### src/core/fsad_consts.svh
// Offsets, field positions, reset values and timing counts of the sensor auto-detect block
`ifndef FSAD_CONSTS_SVH
`define FSAD_CONSTS_SVH
// Register byte offsets
`define FSAD_CFG_OFS 8'h00
`define FSAD_PARAM_OFS 8'h04
`define FSAD_STS_OFS 8'h08
`define FSAD_CLR_OFS 8'h0c
`define FSAD_EN_OFS 8'h10
`define FSAD_LOG_OFS 8'h14
`define FSAD_LOGCLR_OFS 8'h18
`define FSAD_CNT_OFS 8'h20
// Status bit positions
`define FSAD_ST_PCOMM 0
`define FSAD_ST_PWPF 1
`define FSAD_ST_SCOMM 2
`define FSAD_ST_SWPF 3
`define FSAD_ST_LOGGED 4
`define FSAD_ST_DONE 5
// Reset values
`define FSAD_FCC_RST 10'h320
`define FSAD_CONN_RST 4'h1
`define FSAD_PF_RST 8'h00
`define FSAD_NF_RST 8'h00
// Config log capacity
`define FSAD_LOG_MAX 6'h32
// Restricted variant country codes
`define FSAD_CC_R0 10'h0c4
`define FSAD_CC_R1 10'h0c7
`define FSAD_CC_R2 10'h127
`define FSAD_CC_R3 10'h128
// Info code display time
`define FSAD_INFO_HOLD_MS 5000
`define FSAD_CLK_KHZ 100000
`endif

### src/core/fsad_pkg.sv
// Types of the sensor auto-detect block
package fsad_pkg;
  // Detect sequencer states
  typedef enum logic [1:0] {FSAD_IDLE, FSAD_WAIT_PRI, FSAD_WAIT_SEC} fsad_state_t;

  // Whole state of the top module
  typedef struct packed {
    fsad_state_t state;
    logic lid_s1;
    logic lid_s2;
    logic lid_d;
    logic armed;
    logic [9:0] fcc;
    logic [3:0] conn;
    logic [7:0] pf;
    logic [7:0] nf;
    logic [5:0] sts;
    logic [5:0] en;
    logic [5:0] log_cnt;
    logic mismatch;
    logic cfg_log;
    logic fault;
    logic req;
    logic sel;
    logic pready;
    logic pslverr;
    logic [31:0] prdata;
    logic irq;
    logic cnt_en;
    logic [5:0] pin_s1;
    logic [5:0] pin_s2;
    logic [5:0] pin_d;
    logic [5:0][15:0] cnt;
  } fsad_top_t;

  // State of the info hold timer
  typedef struct packed {
    logic [28:0] cnt;
    logic active;
  } fsad_hold_t;
endpackage : fsad_pkg

### src/core/fsad_info_hold.sv
// Retriggerable hold timer for the fault information display
`timescale 1ns/100ps
`include "fsad_consts.svh"
module fsad_info_hold #(
  parameter int HOLD_CYCLES = `FSAD_INFO_HOLD_MS * `FSAD_CLK_KHZ
) (
  input wire logic pclk,
  input wire logic presetn,
  input wire logic start,
  output logic active
);
  // Registered state and its next value
  fsad_pkg::fsad_hold_t hold_reg;
  fsad_pkg::fsad_hold_t hold_next;

  // Reload on each fault, then count down
  always_comb begin
    hold_next = hold_reg;
    if (start) begin
      hold_next.cnt = 29'(HOLD_CYCLES - 1);
    end else if (hold_reg.cnt != 29'h0) begin
      hold_next.cnt = hold_reg.cnt - 29'h1;
    end
    // Stays high for exactly the hold count
    hold_next.active = start || (hold_reg.cnt != 29'h0);
  end

  // State register
  always_ff @(posedge pclk or negedge presetn) begin
    if (!presetn) begin
      hold_reg <= '0;
    end else begin
      hold_reg <= hold_next;
    end
  end

  assign active = hold_reg.active;
endmodule : fsad_info_hold

### src/core/fsad_top.sv
// Flow sensor auto-detect: reassembly trigger, sensor reads, config log, info codes, pulse counters
//
// Summary of operation
// - Six pulse inputs: two flow, four auxiliary.
// - Both flow inputs share one setting.
// - Codes 1xx, 4xx, 5xx are valid fixed.
// - Detection enabled only with code 8xx.
// - Read sensors at start-up, adapt configuration; code reads only after a separation and rejoin.
// - Separation then rejoin starts detection.
// - Log entry on primary nominal flow change.
// - No detection on restricted country codes.
// - Primary sensor alone sets the configuration.
// - Secondary change: info code, no log.
// - Mismatch info holds until sensors match.
// - Primary change writes log entry unless log full or restricted.
// - Differing sensors raise an info code.
// - Two-sensor detect needs type 2/8, 8xx.
// - Comm or pulse-figure fault shown 5 s.
// - At most 50 logged changes until reset.
// - Full log rejects differing primary size.
`timescale 1ns/100ps
`include "fsad_consts.svh"
module fsad_top #(
  parameter int INFO_HOLD_CYCLES = `FSAD_INFO_HOLD_MS * `FSAD_CLK_KHZ
) (
  input wire logic pclk,
  input wire logic presetn,
  input wire logic psel,
  input wire logic penable,
  input wire logic pwrite,
  input wire logic [7:0] paddr,
  input wire logic [31:0] pwdata,
  output logic [31:0] prdata,
  output logic pready,
  output logic pslverr,
  input wire logic lid_closed,
  input wire logic [5:0] pulse_in,
  output logic sensor_req,
  output logic sensor_sel,
  input wire logic rsp_valid,
  input wire logic rsp_err,
  input wire logic [7:0] rsp_pulse_fig,
  input wire logic [7:0] rsp_nom_flow,
  input wire logic [9:0] rsp_country,
  output logic cfg_log_pulse,
  output logic mismatch_info,
  output logic info_show,
  output logic count_en,
  output logic irq
);
  // Registered state and its next value
  fsad_pkg::fsad_top_t s_reg;
  fsad_pkg::fsad_top_t s_next;
  logic hold_active; // Fault display timer running
  logic cnt_go; // Counting allowed on flow inputs
  logic trig; // Reassembly seen with detect enabled
  logic acc; // APB access edge
  logic rsp_restricted; // Responding sensor is a restricted variant
  logic rsp_differs; // Response differs from active setting

  // Hundreds digit of the flow config code
  function automatic logic [3:0] code_group(input logic [9:0] f);
    logic [9:0] q;
    q = f / 10'h064;
    return q[3:0];
  endfunction : code_group

  // Restricted variant country codes
  function automatic logic restricted(input logic [9:0] c);
    return (c == `FSAD_CC_R0) || (c == `FSAD_CC_R1) || (c == `FSAD_CC_R2) || (c == `FSAD_CC_R3);
  endfunction : restricted

  // Connection types that carry two sensors
  function automatic logic two_sensor(input logic [3:0] t);
    return (t == 4'h2) || (t == 4'h8);
  endfunction : two_sensor

  // Register read decode; bit 32 flags an unmapped address
  function automatic logic [32:0] rd_mux(input logic [7:0] a, input fsad_pkg::fsad_top_t s);
    logic [32:0] r;
    r = 33'h0;
    case (a)
      `FSAD_CFG_OFS: r = {17'h0, s.conn, 2'h0, s.fcc};
      `FSAD_PARAM_OFS: r = {17'h0, s.nf, s.pf};
      `FSAD_STS_OFS: r = {27'h0, s.sts};
      `FSAD_CLR_OFS: r = 33'h0;
      `FSAD_EN_OFS: r = {27'h0, s.en};
      `FSAD_LOG_OFS: r = {24'h0, hold_active, s.mismatch, 1'b0, s.log_cnt};
      `FSAD_LOGCLR_OFS: r = 33'h0;
      default: begin
        // Pulse counters at base plus four per input
        if (a[7:5] == 3'h1 && a[4:2] < 3'h6 && a[1:0] == 2'h0) begin
          r = {17'h0, s.cnt[a[4:2]]};
        end else begin
          r = 33'h100000000;
        end
      end
    endcase
    return r;
  endfunction : rd_mux

  // Fault information display hold
  fsad_info_hold #(
    .HOLD_CYCLES(INFO_HOLD_CYCLES)
  ) u_hold (
    .pclk(pclk),
    .presetn(presetn),
    .start(s_reg.fault),
    .active(hold_active)
  );

  // Helper terms
  always_comb begin
    // Registered counting permission
    cnt_go = s_reg.cnt_en;
    trig = s_reg.lid_s2 && !s_reg.lid_d && s_reg.armed &&
      (code_group(s_reg.fcc) == 4'h8) && (s_reg.state == fsad_pkg::FSAD_IDLE);
    acc = psel && penable && s_reg.pready;
    rsp_restricted = restricted(rsp_country);
    rsp_differs = (rsp_pulse_fig != s_reg.pf) || (rsp_nom_flow != s_reg.nf);
  end

  // Next-state logic of the whole block
  always_comb begin
    logic [5:0] set;
    logic [5:0] clr;
    logic [32:0] rd;
    set = 6'h0;
    clr = 6'h0;
    rd = 33'h0;
    s_next = s_reg;
    s_next.req = 1'b0;
    s_next.cfg_log = 1'b0;
    s_next.fault = 1'b0;

    // Two-stage pin synchronisers
    s_next.lid_s1 = lid_closed;
    s_next.lid_s2 = s_reg.lid_s1;
    s_next.lid_d = s_reg.lid_s2;
    s_next.pin_s1 = pulse_in;
    s_next.pin_s2 = s_reg.pin_s1;
    s_next.pin_d = s_reg.pin_s2;

    // Arm on separation, disarm on every rejoin
    if (!s_reg.lid_s2) begin
      s_next.armed = 1'b1;
    end else if (!s_reg.lid_d) begin
      s_next.armed = 1'b0;
    end

    // Six counters; aux inputs always count
    for (int i = 0; i < 6; i++) begin
      if (s_reg.pin_s2[i] && !s_reg.pin_d[i] && (i >= 2 || cnt_go)) begin
        s_next.cnt[i] = s_reg.cnt[i] + 16'h0001;
      end
    end

    // Detect sequencer
    case (s_reg.state)
      fsad_pkg::FSAD_IDLE: begin
        // Start by reading the primary sensor
        if (trig) begin
          s_next.req = 1'b1;
          s_next.sel = 1'b0;
          s_next.state = fsad_pkg::FSAD_WAIT_PRI;
        end
      end
      fsad_pkg::FSAD_WAIT_PRI: begin
        if (rsp_valid) begin
          if (rsp_err) begin
            set[`FSAD_ST_PCOMM] = 1'b1;
          end else if (rsp_restricted) begin
            s_next.pf = s_reg.pf;
          end else if (rsp_differs) begin
            if (s_reg.log_cnt >= `FSAD_LOG_MAX) begin
              // Full log: reject, flag wrong figure
              set[`FSAD_ST_PWPF] = 1'b1;
            end else begin
              s_next.pf = rsp_pulse_fig;
              s_next.nf = rsp_nom_flow;
              s_next.log_cnt = s_reg.log_cnt + 6'h01;
              s_next.cfg_log = 1'b1;
              set[`FSAD_ST_LOGGED] = 1'b1;
            end
          end
          // Secondary read only for two-sensor types
          if (two_sensor(s_reg.conn) && code_group(s_reg.fcc) == 4'h8) begin
            s_next.req = 1'b1;
            s_next.sel = 1'b1;
            s_next.state = fsad_pkg::FSAD_WAIT_SEC;
          end else begin
            set[`FSAD_ST_DONE] = 1'b1;
            s_next.state = fsad_pkg::FSAD_IDLE;
          end
        end
      end
      fsad_pkg::FSAD_WAIT_SEC: begin
        if (rsp_valid) begin
          if (rsp_err) begin
            set[`FSAD_ST_SCOMM] = 1'b1;
          end else if (!rsp_restricted) begin
            s_next.mismatch = rsp_differs;
            set[`FSAD_ST_SWPF] = rsp_differs;
          end
          set[`FSAD_ST_DONE] = 1'b1;
          s_next.state = fsad_pkg::FSAD_IDLE;
        end
      end
      default: begin
        s_next.state = fsad_pkg::FSAD_IDLE;
      end
    endcase

    // Any fault restarts the display hold
    s_next.fault = set[`FSAD_ST_PCOMM] || set[`FSAD_ST_PWPF] || set[`FSAD_ST_SCOMM] || set[`FSAD_ST_SWPF];

    // APB writes take effect on the access edge
    if (acc && pwrite) begin
      case (paddr)
        `FSAD_CFG_OFS: begin
          s_next.fcc = pwdata[9:0];
          s_next.conn = pwdata[15:12];
        end
        `FSAD_CLR_OFS: clr = pwdata[5:0];
        `FSAD_EN_OFS: s_next.en = pwdata[5:0];
        // Full reset empties the config log
        `FSAD_LOGCLR_OFS: if (pwdata[0]) s_next.log_cnt = 6'h00;
        default: s_next.en = s_reg.en;
      endcase
    end

    // Valid fixed groups plus detect group
    s_next.cnt_en = (s_next.state == fsad_pkg::FSAD_IDLE) &&
      (code_group(s_next.fcc) inside {4'h1, 4'h4, 4'h5, 4'h8});

    // Sticky status; a new event beats a same-cycle clear
    s_next.sts = (s_reg.sts & ~clr) | set;
    s_next.irq = |(s_next.sts & s_reg.en);

    // Zero-wait slave: answer in the first access cycle
    s_next.pready = psel && !penable;
    if (psel && !penable) begin
      rd = rd_mux(paddr, s_reg);
      s_next.prdata = pwrite ? 32'h0 : rd[31:0];
      s_next.pslverr = rd[32];
    end else begin
      s_next.pslverr = 1'b0;
    end
  end

  // State register; only constants under reset
  always_ff @(posedge pclk or negedge presetn) begin
    if (!presetn) begin
      s_reg <= '0;
      s_reg.state <= fsad_pkg::FSAD_IDLE;
      s_reg.fcc <= `FSAD_FCC_RST;
      s_reg.conn <= `FSAD_CONN_RST;
      s_reg.pf <= `FSAD_PF_RST;
      s_reg.nf <= `FSAD_NF_RST;
      // Lid taken as joined, so release shows no false rejoin
      s_reg.lid_s1 <= 1'b1;
      s_reg.lid_s2 <= 1'b1;
      s_reg.lid_d <= 1'b1;
      // Reset code is in the detect group and idle
      s_reg.cnt_en <= 1'b1;
    end else begin
      s_reg <= s_next;
    end
  end

  // Outputs straight from flops
  assign prdata = s_reg.prdata;
  assign pready = s_reg.pready;
  assign pslverr = s_reg.pslverr;
  assign sensor_req = s_reg.req;
  assign sensor_sel = s_reg.sel;
  assign cfg_log_pulse = s_reg.cfg_log;
  assign mismatch_info = s_reg.mismatch;
  assign info_show = hold_active;
  assign irq = s_reg.irq;
  // Flow inputs paused while a detect runs or config is invalid
  assign count_en = s_reg.cnt_en;
endmodule : fsad_top

### config.mk
export PLATFORM = sky130hd
export DESIGN_NAME = fsad_top
export DESIGN_NICKNAME = d
export VERILOG_FILES = /design/src/core/fsad_pkg.sv /design/src/core/fsad_info_hold.sv /design/src/core/fsad_top.sv
export VERILOG_INCLUDE_DIRS = /design/src /design/src/core
export SDC_FILE = /design/constraint.sdc
export NUM_CORES = 1
export LEC_CHECK = 0
export BUFFER_PORTS_ARGS = -buffer_cell sky130_fd_sc_hd__buf_4
export CAP_MARGIN = 40
export CORE_UTILIZATION = 53
export CTS_CLUSTER_SIZE = 12
export DETAILED_ROUTE_END_ITERATION = 10
export GPL_ROUTABILITY_DRIVEN = 0
export PLACE_DENSITY = 0.82
export SKIP_CTS_REPAIR_TIMING = 1
export SLEW_MARGIN = 20
export SYNTH_ARGS = -nofsm -noshare
export SYNTH_HDL_FRONTEND = slang
export SYNTH_SLANG_ARGS = --single-unit
export TNS_END_PERCENT = 30
### constraint.sdc
create_clock -name pclk -period 2.5 [get_ports pclk]
set_input_delay 0.25 -clock pclk [delete_from_list [all_inputs] [get_ports pclk]]
set_output_delay 0.25 -clock pclk [all_outputs]
set_load 0.02 [all_outputs]
==> Word level (Yosys, flattened, before mapping) <==
Cells that the tools add are included.
{ "word_totals": {"regBits": 239, "out_inout_bits": 41, "in_bits": 80, "wordCells": 185} }
{ "op_classes": {"magnitude_cmp": 3, "mux": 54, "n_reduce_logical": 52, "n_eq_ne": 26, "n_addsub": 8, "bitwise": 7, "n_div": 2} }
{ "ops": {"columns": ["cell", "count"], "rows": [
  ["$pmux W33 S6", 1],
  ["$add A16 B1 Y16 const B", 6],
  ["$mux W6", 11],
  ["$mux W29", 2],
  ["$bmux W16 S3", 1],
  ["$mux W33", 1],
  ["$mux W32", 1],
  ["$reduce_bool A29 Y1", 1],
  ["$sub A29 B1 Y29 const B", 1],
  ["$mux W14", 2],
  ["$eq A8 B5 Y1 const B", 3],
  ["$mux W2", 12],
  ["$div A10 B7 Y10 const B", 2],
  ["$eq A10 B8 Y1 const B", 2],
  ["$eq A10 B9 Y1 const B", 2],
  ["$logic_and A1 B1 Y1", 20],
  ["$mux W1", 19],
  ["$eq A8 B4 Y1 const B", 2],
  ["$mux W16", 1],
  ["$ne A8 B8 Y1", 2],
  ["$and A6 B6 Y6", 2],
  ["$eq A4 B4 Y1 const B", 3],
  ["$logic_or A1 B1 Y1", 9],
  ["$eq A4 B3 Y1 const B", 2],
  ["27 further kinds", 44]
]} }

==> Logic depth before layout (Yosys ltp) <==
{ "logic_depth": {"ltp_word": 11, "ltp_mapped": 10, "ltp_nobuf": 8} }

==> Hierarchy <==
Synthesis repeated with hierarchy kept, for this count alone.
{ "unflattened": {"hier_cells": 1104, "area_unflattened_um2": 11674.9} }
{ "by_module_without_submodules": {"columns": ["mod", "area_per_inst_um2", "n_inst", "cells_per_inst", "seq_area_each_um2"], "rows": [
  ["fsad_top", 10000.8, 1, 933, 4839.6],
  ["fsad_info_hold", 1674.1, 1, 171, 750.7]
]} }

==> Worst setup path before layout <==
Ideal clock, no wire load.
{ "synth_path": {"path_kind": "flip-flop to flip-flop", "from": "reg u_hold.hold_reg[17] (netlist bit)", "to": "reg u_hold.hold_reg[29] (netlist bit)", "period_less_slack_ns": 2.455, "stages_incl_launch_ff": 6, "path_buffers": 0, "arrival_time_ns": 2.337, "setup_time_ns": 0.118, "slack_ns": 0.045, "required_time_ns": 2.382, "path_cell_list": "dfrtp_1 -> or4_4 -> or3_4 -> or3_4 -> or4b_1 -> a21o_1"} }
{ "synth_via": {"elab_chain_len": 3, "word_cells_on_any_way": 5, "classes_between": "add/sub (1); mux (2); reduce/logical (2)"} }
{ "synth_rtl": {"columns": ["item", "line", "source"], "rows": [
  ["start: declaration", "fsad_info_hold.sv:13", "fsad_pkg::fsad_hold_t hold_reg;"],
  ["start signal: assignment", "fsad_info_hold.sv:33", "hold_reg <= hold_next;"],
  ["$sub A29 B1 Y29", "fsad_info_hold.sv:22", "hold_next.cnt = hold_reg.cnt - 29'h1;"],
  ["$mux W29", "fsad_info_hold.sv:21", "end else if (hold_reg.cnt != 29'h0) begin"],
  ["$mux W29", "fsad_info_hold.sv:19", "if (start) begin"]
]} }
Several ways; a longest one is shown, not always the timed one. The select of a mux whose other input is x is not followed.
A chain may end at the register's enable or synchronous reset.

==> Worst setup path after layout <==
Ends and elaborated chain as after synthesis.

==> insert_results.sql <==
INSERT INTO impl_metrics (metric_group, metric, value, unit) VALUES
('clock_network', 'cts_num_sinks', '223', ''),
('routing', 'first_pass_iters', '9', ''),
('worst_setup_path', 'crit_path_frequent_cell', 'sky130_fd_sc_hd__or3_4', ''),
('min_path', 'min-delay-start', 'rsp_nom_flow[6]', ''),
('worst_setup_path', 'worst-endpoint-required', '2900', 'ps'),
('job', 'max_cap_viol_count', '0', ''),
('global_routing', 'grt_max_degree', '79', ''),
('routing', 'post_drt_wl_per_cell', '17.9', 'microns'),
('yosys', 'ys_warnings', '0', ''),
('yosys', 'synth_top_area_share', '47.9', '%'),
('final_layout', 'drive_gt1_share', '21.4', '%'),
('yosys', 'synth_area_leaders', 'sky130_fd_sc_hd__dfrtp_1 (48%), sky130_fd_sc_hd__xnor2_1 (6.2%), sky130_fd_sc_hd__mux2_2 (4.3%)', ''),
('pwr', 'power.share.clock', '38.2', '%'),
('final_layout', 'syn_to_final_growth', '19.5', '%'),
('yosys', 'synth.yosys.seq_area_share', '49.8', '%'),
('routing', 'wirelength', '26.0', 'mm'),
('final_layout', 'most-common-layout-cells', 'sky130_fd_sc_hd__dfrtp_1 (215), sky130_fd_sc_hd__buf_4 (122), sky130_fd_sc_hd__nand2_1 (94), sky130_fd_sc_hd__xnor2_1 (79), sky130_fd_sc_hd__nor2_1 (56)', ''),
('yosys', 'synth_mux_area_share', '9.31', '%'),
('die', 'row_cnt', '52', ''),
('pwr', 'power_switching_share', '26.8', '%'),
('pwr', 'ir_drop', '0.558', 'mV'),
('yosys', 'synth_xor_area_share', '10.1', '%'),
('routing', 'route.vias.total', '8383', ''),
('timing', 'final_min_period_over_clock_period', '99.5', '%'),
('worst_setup_path', 'worst_setup_path_startpoint', 'u_hold.hold_reg[17]', ''),
('final_layout', 'antenna_cells', '0', ''),
('timing', 'slew_headroom', '58.8', '%'),
('final_layout', 'finish.net_count', '1263', ''),
('worst_setup_path', 'path_max_fanout', '3', ''),
('yosys', 'avgSynthCellArea', '10.9', 'sq um'),
('die', 'die_extent_in_y', '148', 'microns'),
('worst_setup_path', 'critical_path_arrival', '2890', 'ps'),
('placement', 'post_place_cells', '1381', ''),
('worst_setup_path', 'worstSetupPathType', 'reg -> reg', ''),
('timing', 'clock-skew-final', '14.3', 'ps'),
('timing', 'finalSetupViolCount', '0', ''),
('die', 'chipWidth', '148', 'microns'),
('die', 'floorplan.core_area', '20500', 'sq um'),
('timing', 'fin_crit', '2490', 'ps'),
('timing', 'grt_setup_unrepaired', 'true', ''),
('final_layout', 'final-instance-count-excl-fill', '1456', ''),
('yosys', 'synth_top_family_by_area', 'simple AND/OR/NAND/NOR gates', ''),
('yosys', 'syn-cell-area', '11200', 'sq um'),
('yosys', 'complex_gate_fraction_of_the_synthesized_area', '8.24', '%'),
('yosys', 'synth_cell_type_count', '69', ''),
('worst_setup_path', 'worst_setup_start_kind', 'flop', ''),
('final_layout', 'final_common_cell', 'sky130_fd_sc_hd__dfrtp_1', ''),
('clock_network', 'tritoncts', 'built', ''),
('run_status', 'run_status', 'finished clean', ''),
('worst_setup_path', 'critical_path.top_delay_family', 'simple AND/OR/NAND/NOR gates', ''),
('routing', 'viasPerCell', '5.76', ''),
('clock_network', 'cts_buffer_depth', '3', ''),
('final_layout', 'filler_cell_count', '1518', ''),
('global_routing', 'first_global_vias', '8413', ''),
('worst_setup_path', 'worst_setup_path_end_kind', 'flop', ''),
('yosys', 'yosys.area_share.simple', '16.6', '%'),
('clock_network', 'cts_inserted_buffers', '25', ''),
('pwr', 'sequentialPowerShare', '47.6', '%'),
('pwr', 'internal_power_consumption', '0.00698', 'W'),
('clock_network', 'clock_tree_root_buffer_cell', 'sky130_fd_sc_hd__clkbuf_16', ''),
('yosys', 'synthArstFlopShare', '100', '%'),
('yosys', 'ys_seq_elements', '223', ''),
('routing', 'route.detailed.drc', '0', ''),
('clock_network', 'cts.reportedPaths.clkPinSlew', '60', 'ps'),
('die', 'pin_count', '121', ''),
('global_routing', 'first_pass_grt_wire_length', '42.5', 'mm'),
('pwr', 'post-layout-total-power', '0.00954', 'W'),
('pwr', 'leakage_power', '6.00', 'nW'),
('pwr', 'comb_power_share', '14.3', '%'),
('routing', 'antenna_violating_nets_post_route', '0', ''),
('die', 'die_area', '21800', 'sq um');
## area by class of cell
cell class	instances	area, sq um	area share [%]
Timing Repair Buffer	159	1350	10.0
Tap cell	270	338	2.52
Sequential cell	223	5590	41.7
Inverter	36	135	1.01
Clock inverter	8	119	0.886
Multi-Input combinational cell	725	5190	38.7
Clock buffer	35	693	5.17
## path summary, 6_finish.rpt
path | endpoint | slack [ps] | depth (start not counted)
min | s_reg[179] | 3 | 2
min reg2reg | s_next[101] | 340 | 0
max reg2reg | u_hold.hold_reg[29] | 10 | 5
max | u_hold.hold_reg[29] | 10 | 5
max in group asynchronous | s_reg[13] | 1420 | 3
min in group asynchronous | s_reg[19] | 310 | 2
## cell usage after synthesis (6+ instances only)
library cell,number
sky130_fd_sc_hd__a22oi_1,16
sky130_fd_sc_hd__a21oi_1,23
sky130_fd_sc_hd__inv_1,36
sky130_fd_sc_hd__xnor2_1,79
sky130_fd_sc_hd__nor2_1,56
sky130_fd_sc_hd__and4_1,9
sky130_fd_sc_hd__mux2_2,43
sky130_fd_sc_hd__mux2i_1,20
sky130_fd_sc_hd__o21ai_0,32
sky130_fd_sc_hd__a222oi_1,8
sky130_fd_sc_hd__clkbuf_1,21
sky130_fd_sc_hd__buf_1,7
sky130_fd_sc_hd__nor4_1,11
sky130_fd_sc_hd__nand2_1,94
sky130_fd_sc_hd__nand2b_1,18
sky130_fd_sc_hd__buf_4,33
sky130_fd_sc_hd__nor3_1,18
sky130_fd_sc_hd__or3_1,6
sky130_fd_sc_hd__nor3b_1,6
sky130_fd_sc_hd__nor2b_1,6
sky130_fd_sc_hd__mux4_2,16
sky130_fd_sc_hd__o22ai_1,17
sky130_fd_sc_hd__dfrtp_1,215
sky130_fd_sc_hd__xor2_1,50
sky130_fd_sc_hd__nand3_1,50
sky130_fd_sc_hd__dfstp_2,8
sky130_fd_sc_hd__ha_1,13
sky130_fd_sc_hd__and3_1,20
sky130_fd_sc_hd__nand4_1,25
## cells by family after synthesis
logic type | count (synthesis)
fa+ha+maj | 13
buf+inv | 100
xor+xnor | 129
mux | 79
other cells | 1
compound gates | 138
flops | 223
simple gates | 350
## power groups by stage
stage / Combinational (W) / Sequential, W / Clock (W)
after floorplan: 0.000898 / 0.00446 / 0
after global placement: 0.00126 / 0.00456 / 0
after detailed placement: 0.00132 / 0.00459 / 0
after CTS: 0.00133 / 0.00453 / 0.00371
after global routing: 0.00152 / 0.00460 / 0.00387
final: 0.00136 / 0.00454 / 0.00364
## worst reg2reg max path, delay by kind of cell, from the launching register on
| family | cells | cell delay [ps] |
|---|---|---|
| flip-flops | 1 | 380 |
| AO/OA/AOI/OAI | 1 | 200 |
| AND/OR/NAND/NOR | 4 | 1800 |
## metal layers
metal / global-route usage (%) / wire length [microns]
met1: 32.9 / 11200
met5: 0 / 0
met4: 7.68 / 690
met2: 40.3 / 12900
met3: 3.49 / 1300
## through the flow
step | hold WS, ps | utilization, % | setup WS [ps] | setup TNS [ps]
5_1_grt | 5.75 | 65.4 | -67.3 | -393
2_1_floorplan | -45.6 | - | 45.0 | 0
4_1_cts | -267 | 63.8 | -18.2 | -42.7
3_3_place_gp | 271 | 59.9 | 17.6 | 0
6_report | 3.03 | 65.4 | 13.4 | 0
3_5_place_dp | 276 | 59.9 | -8.30 | -8.30
Power figures use the tool's default switching activity.
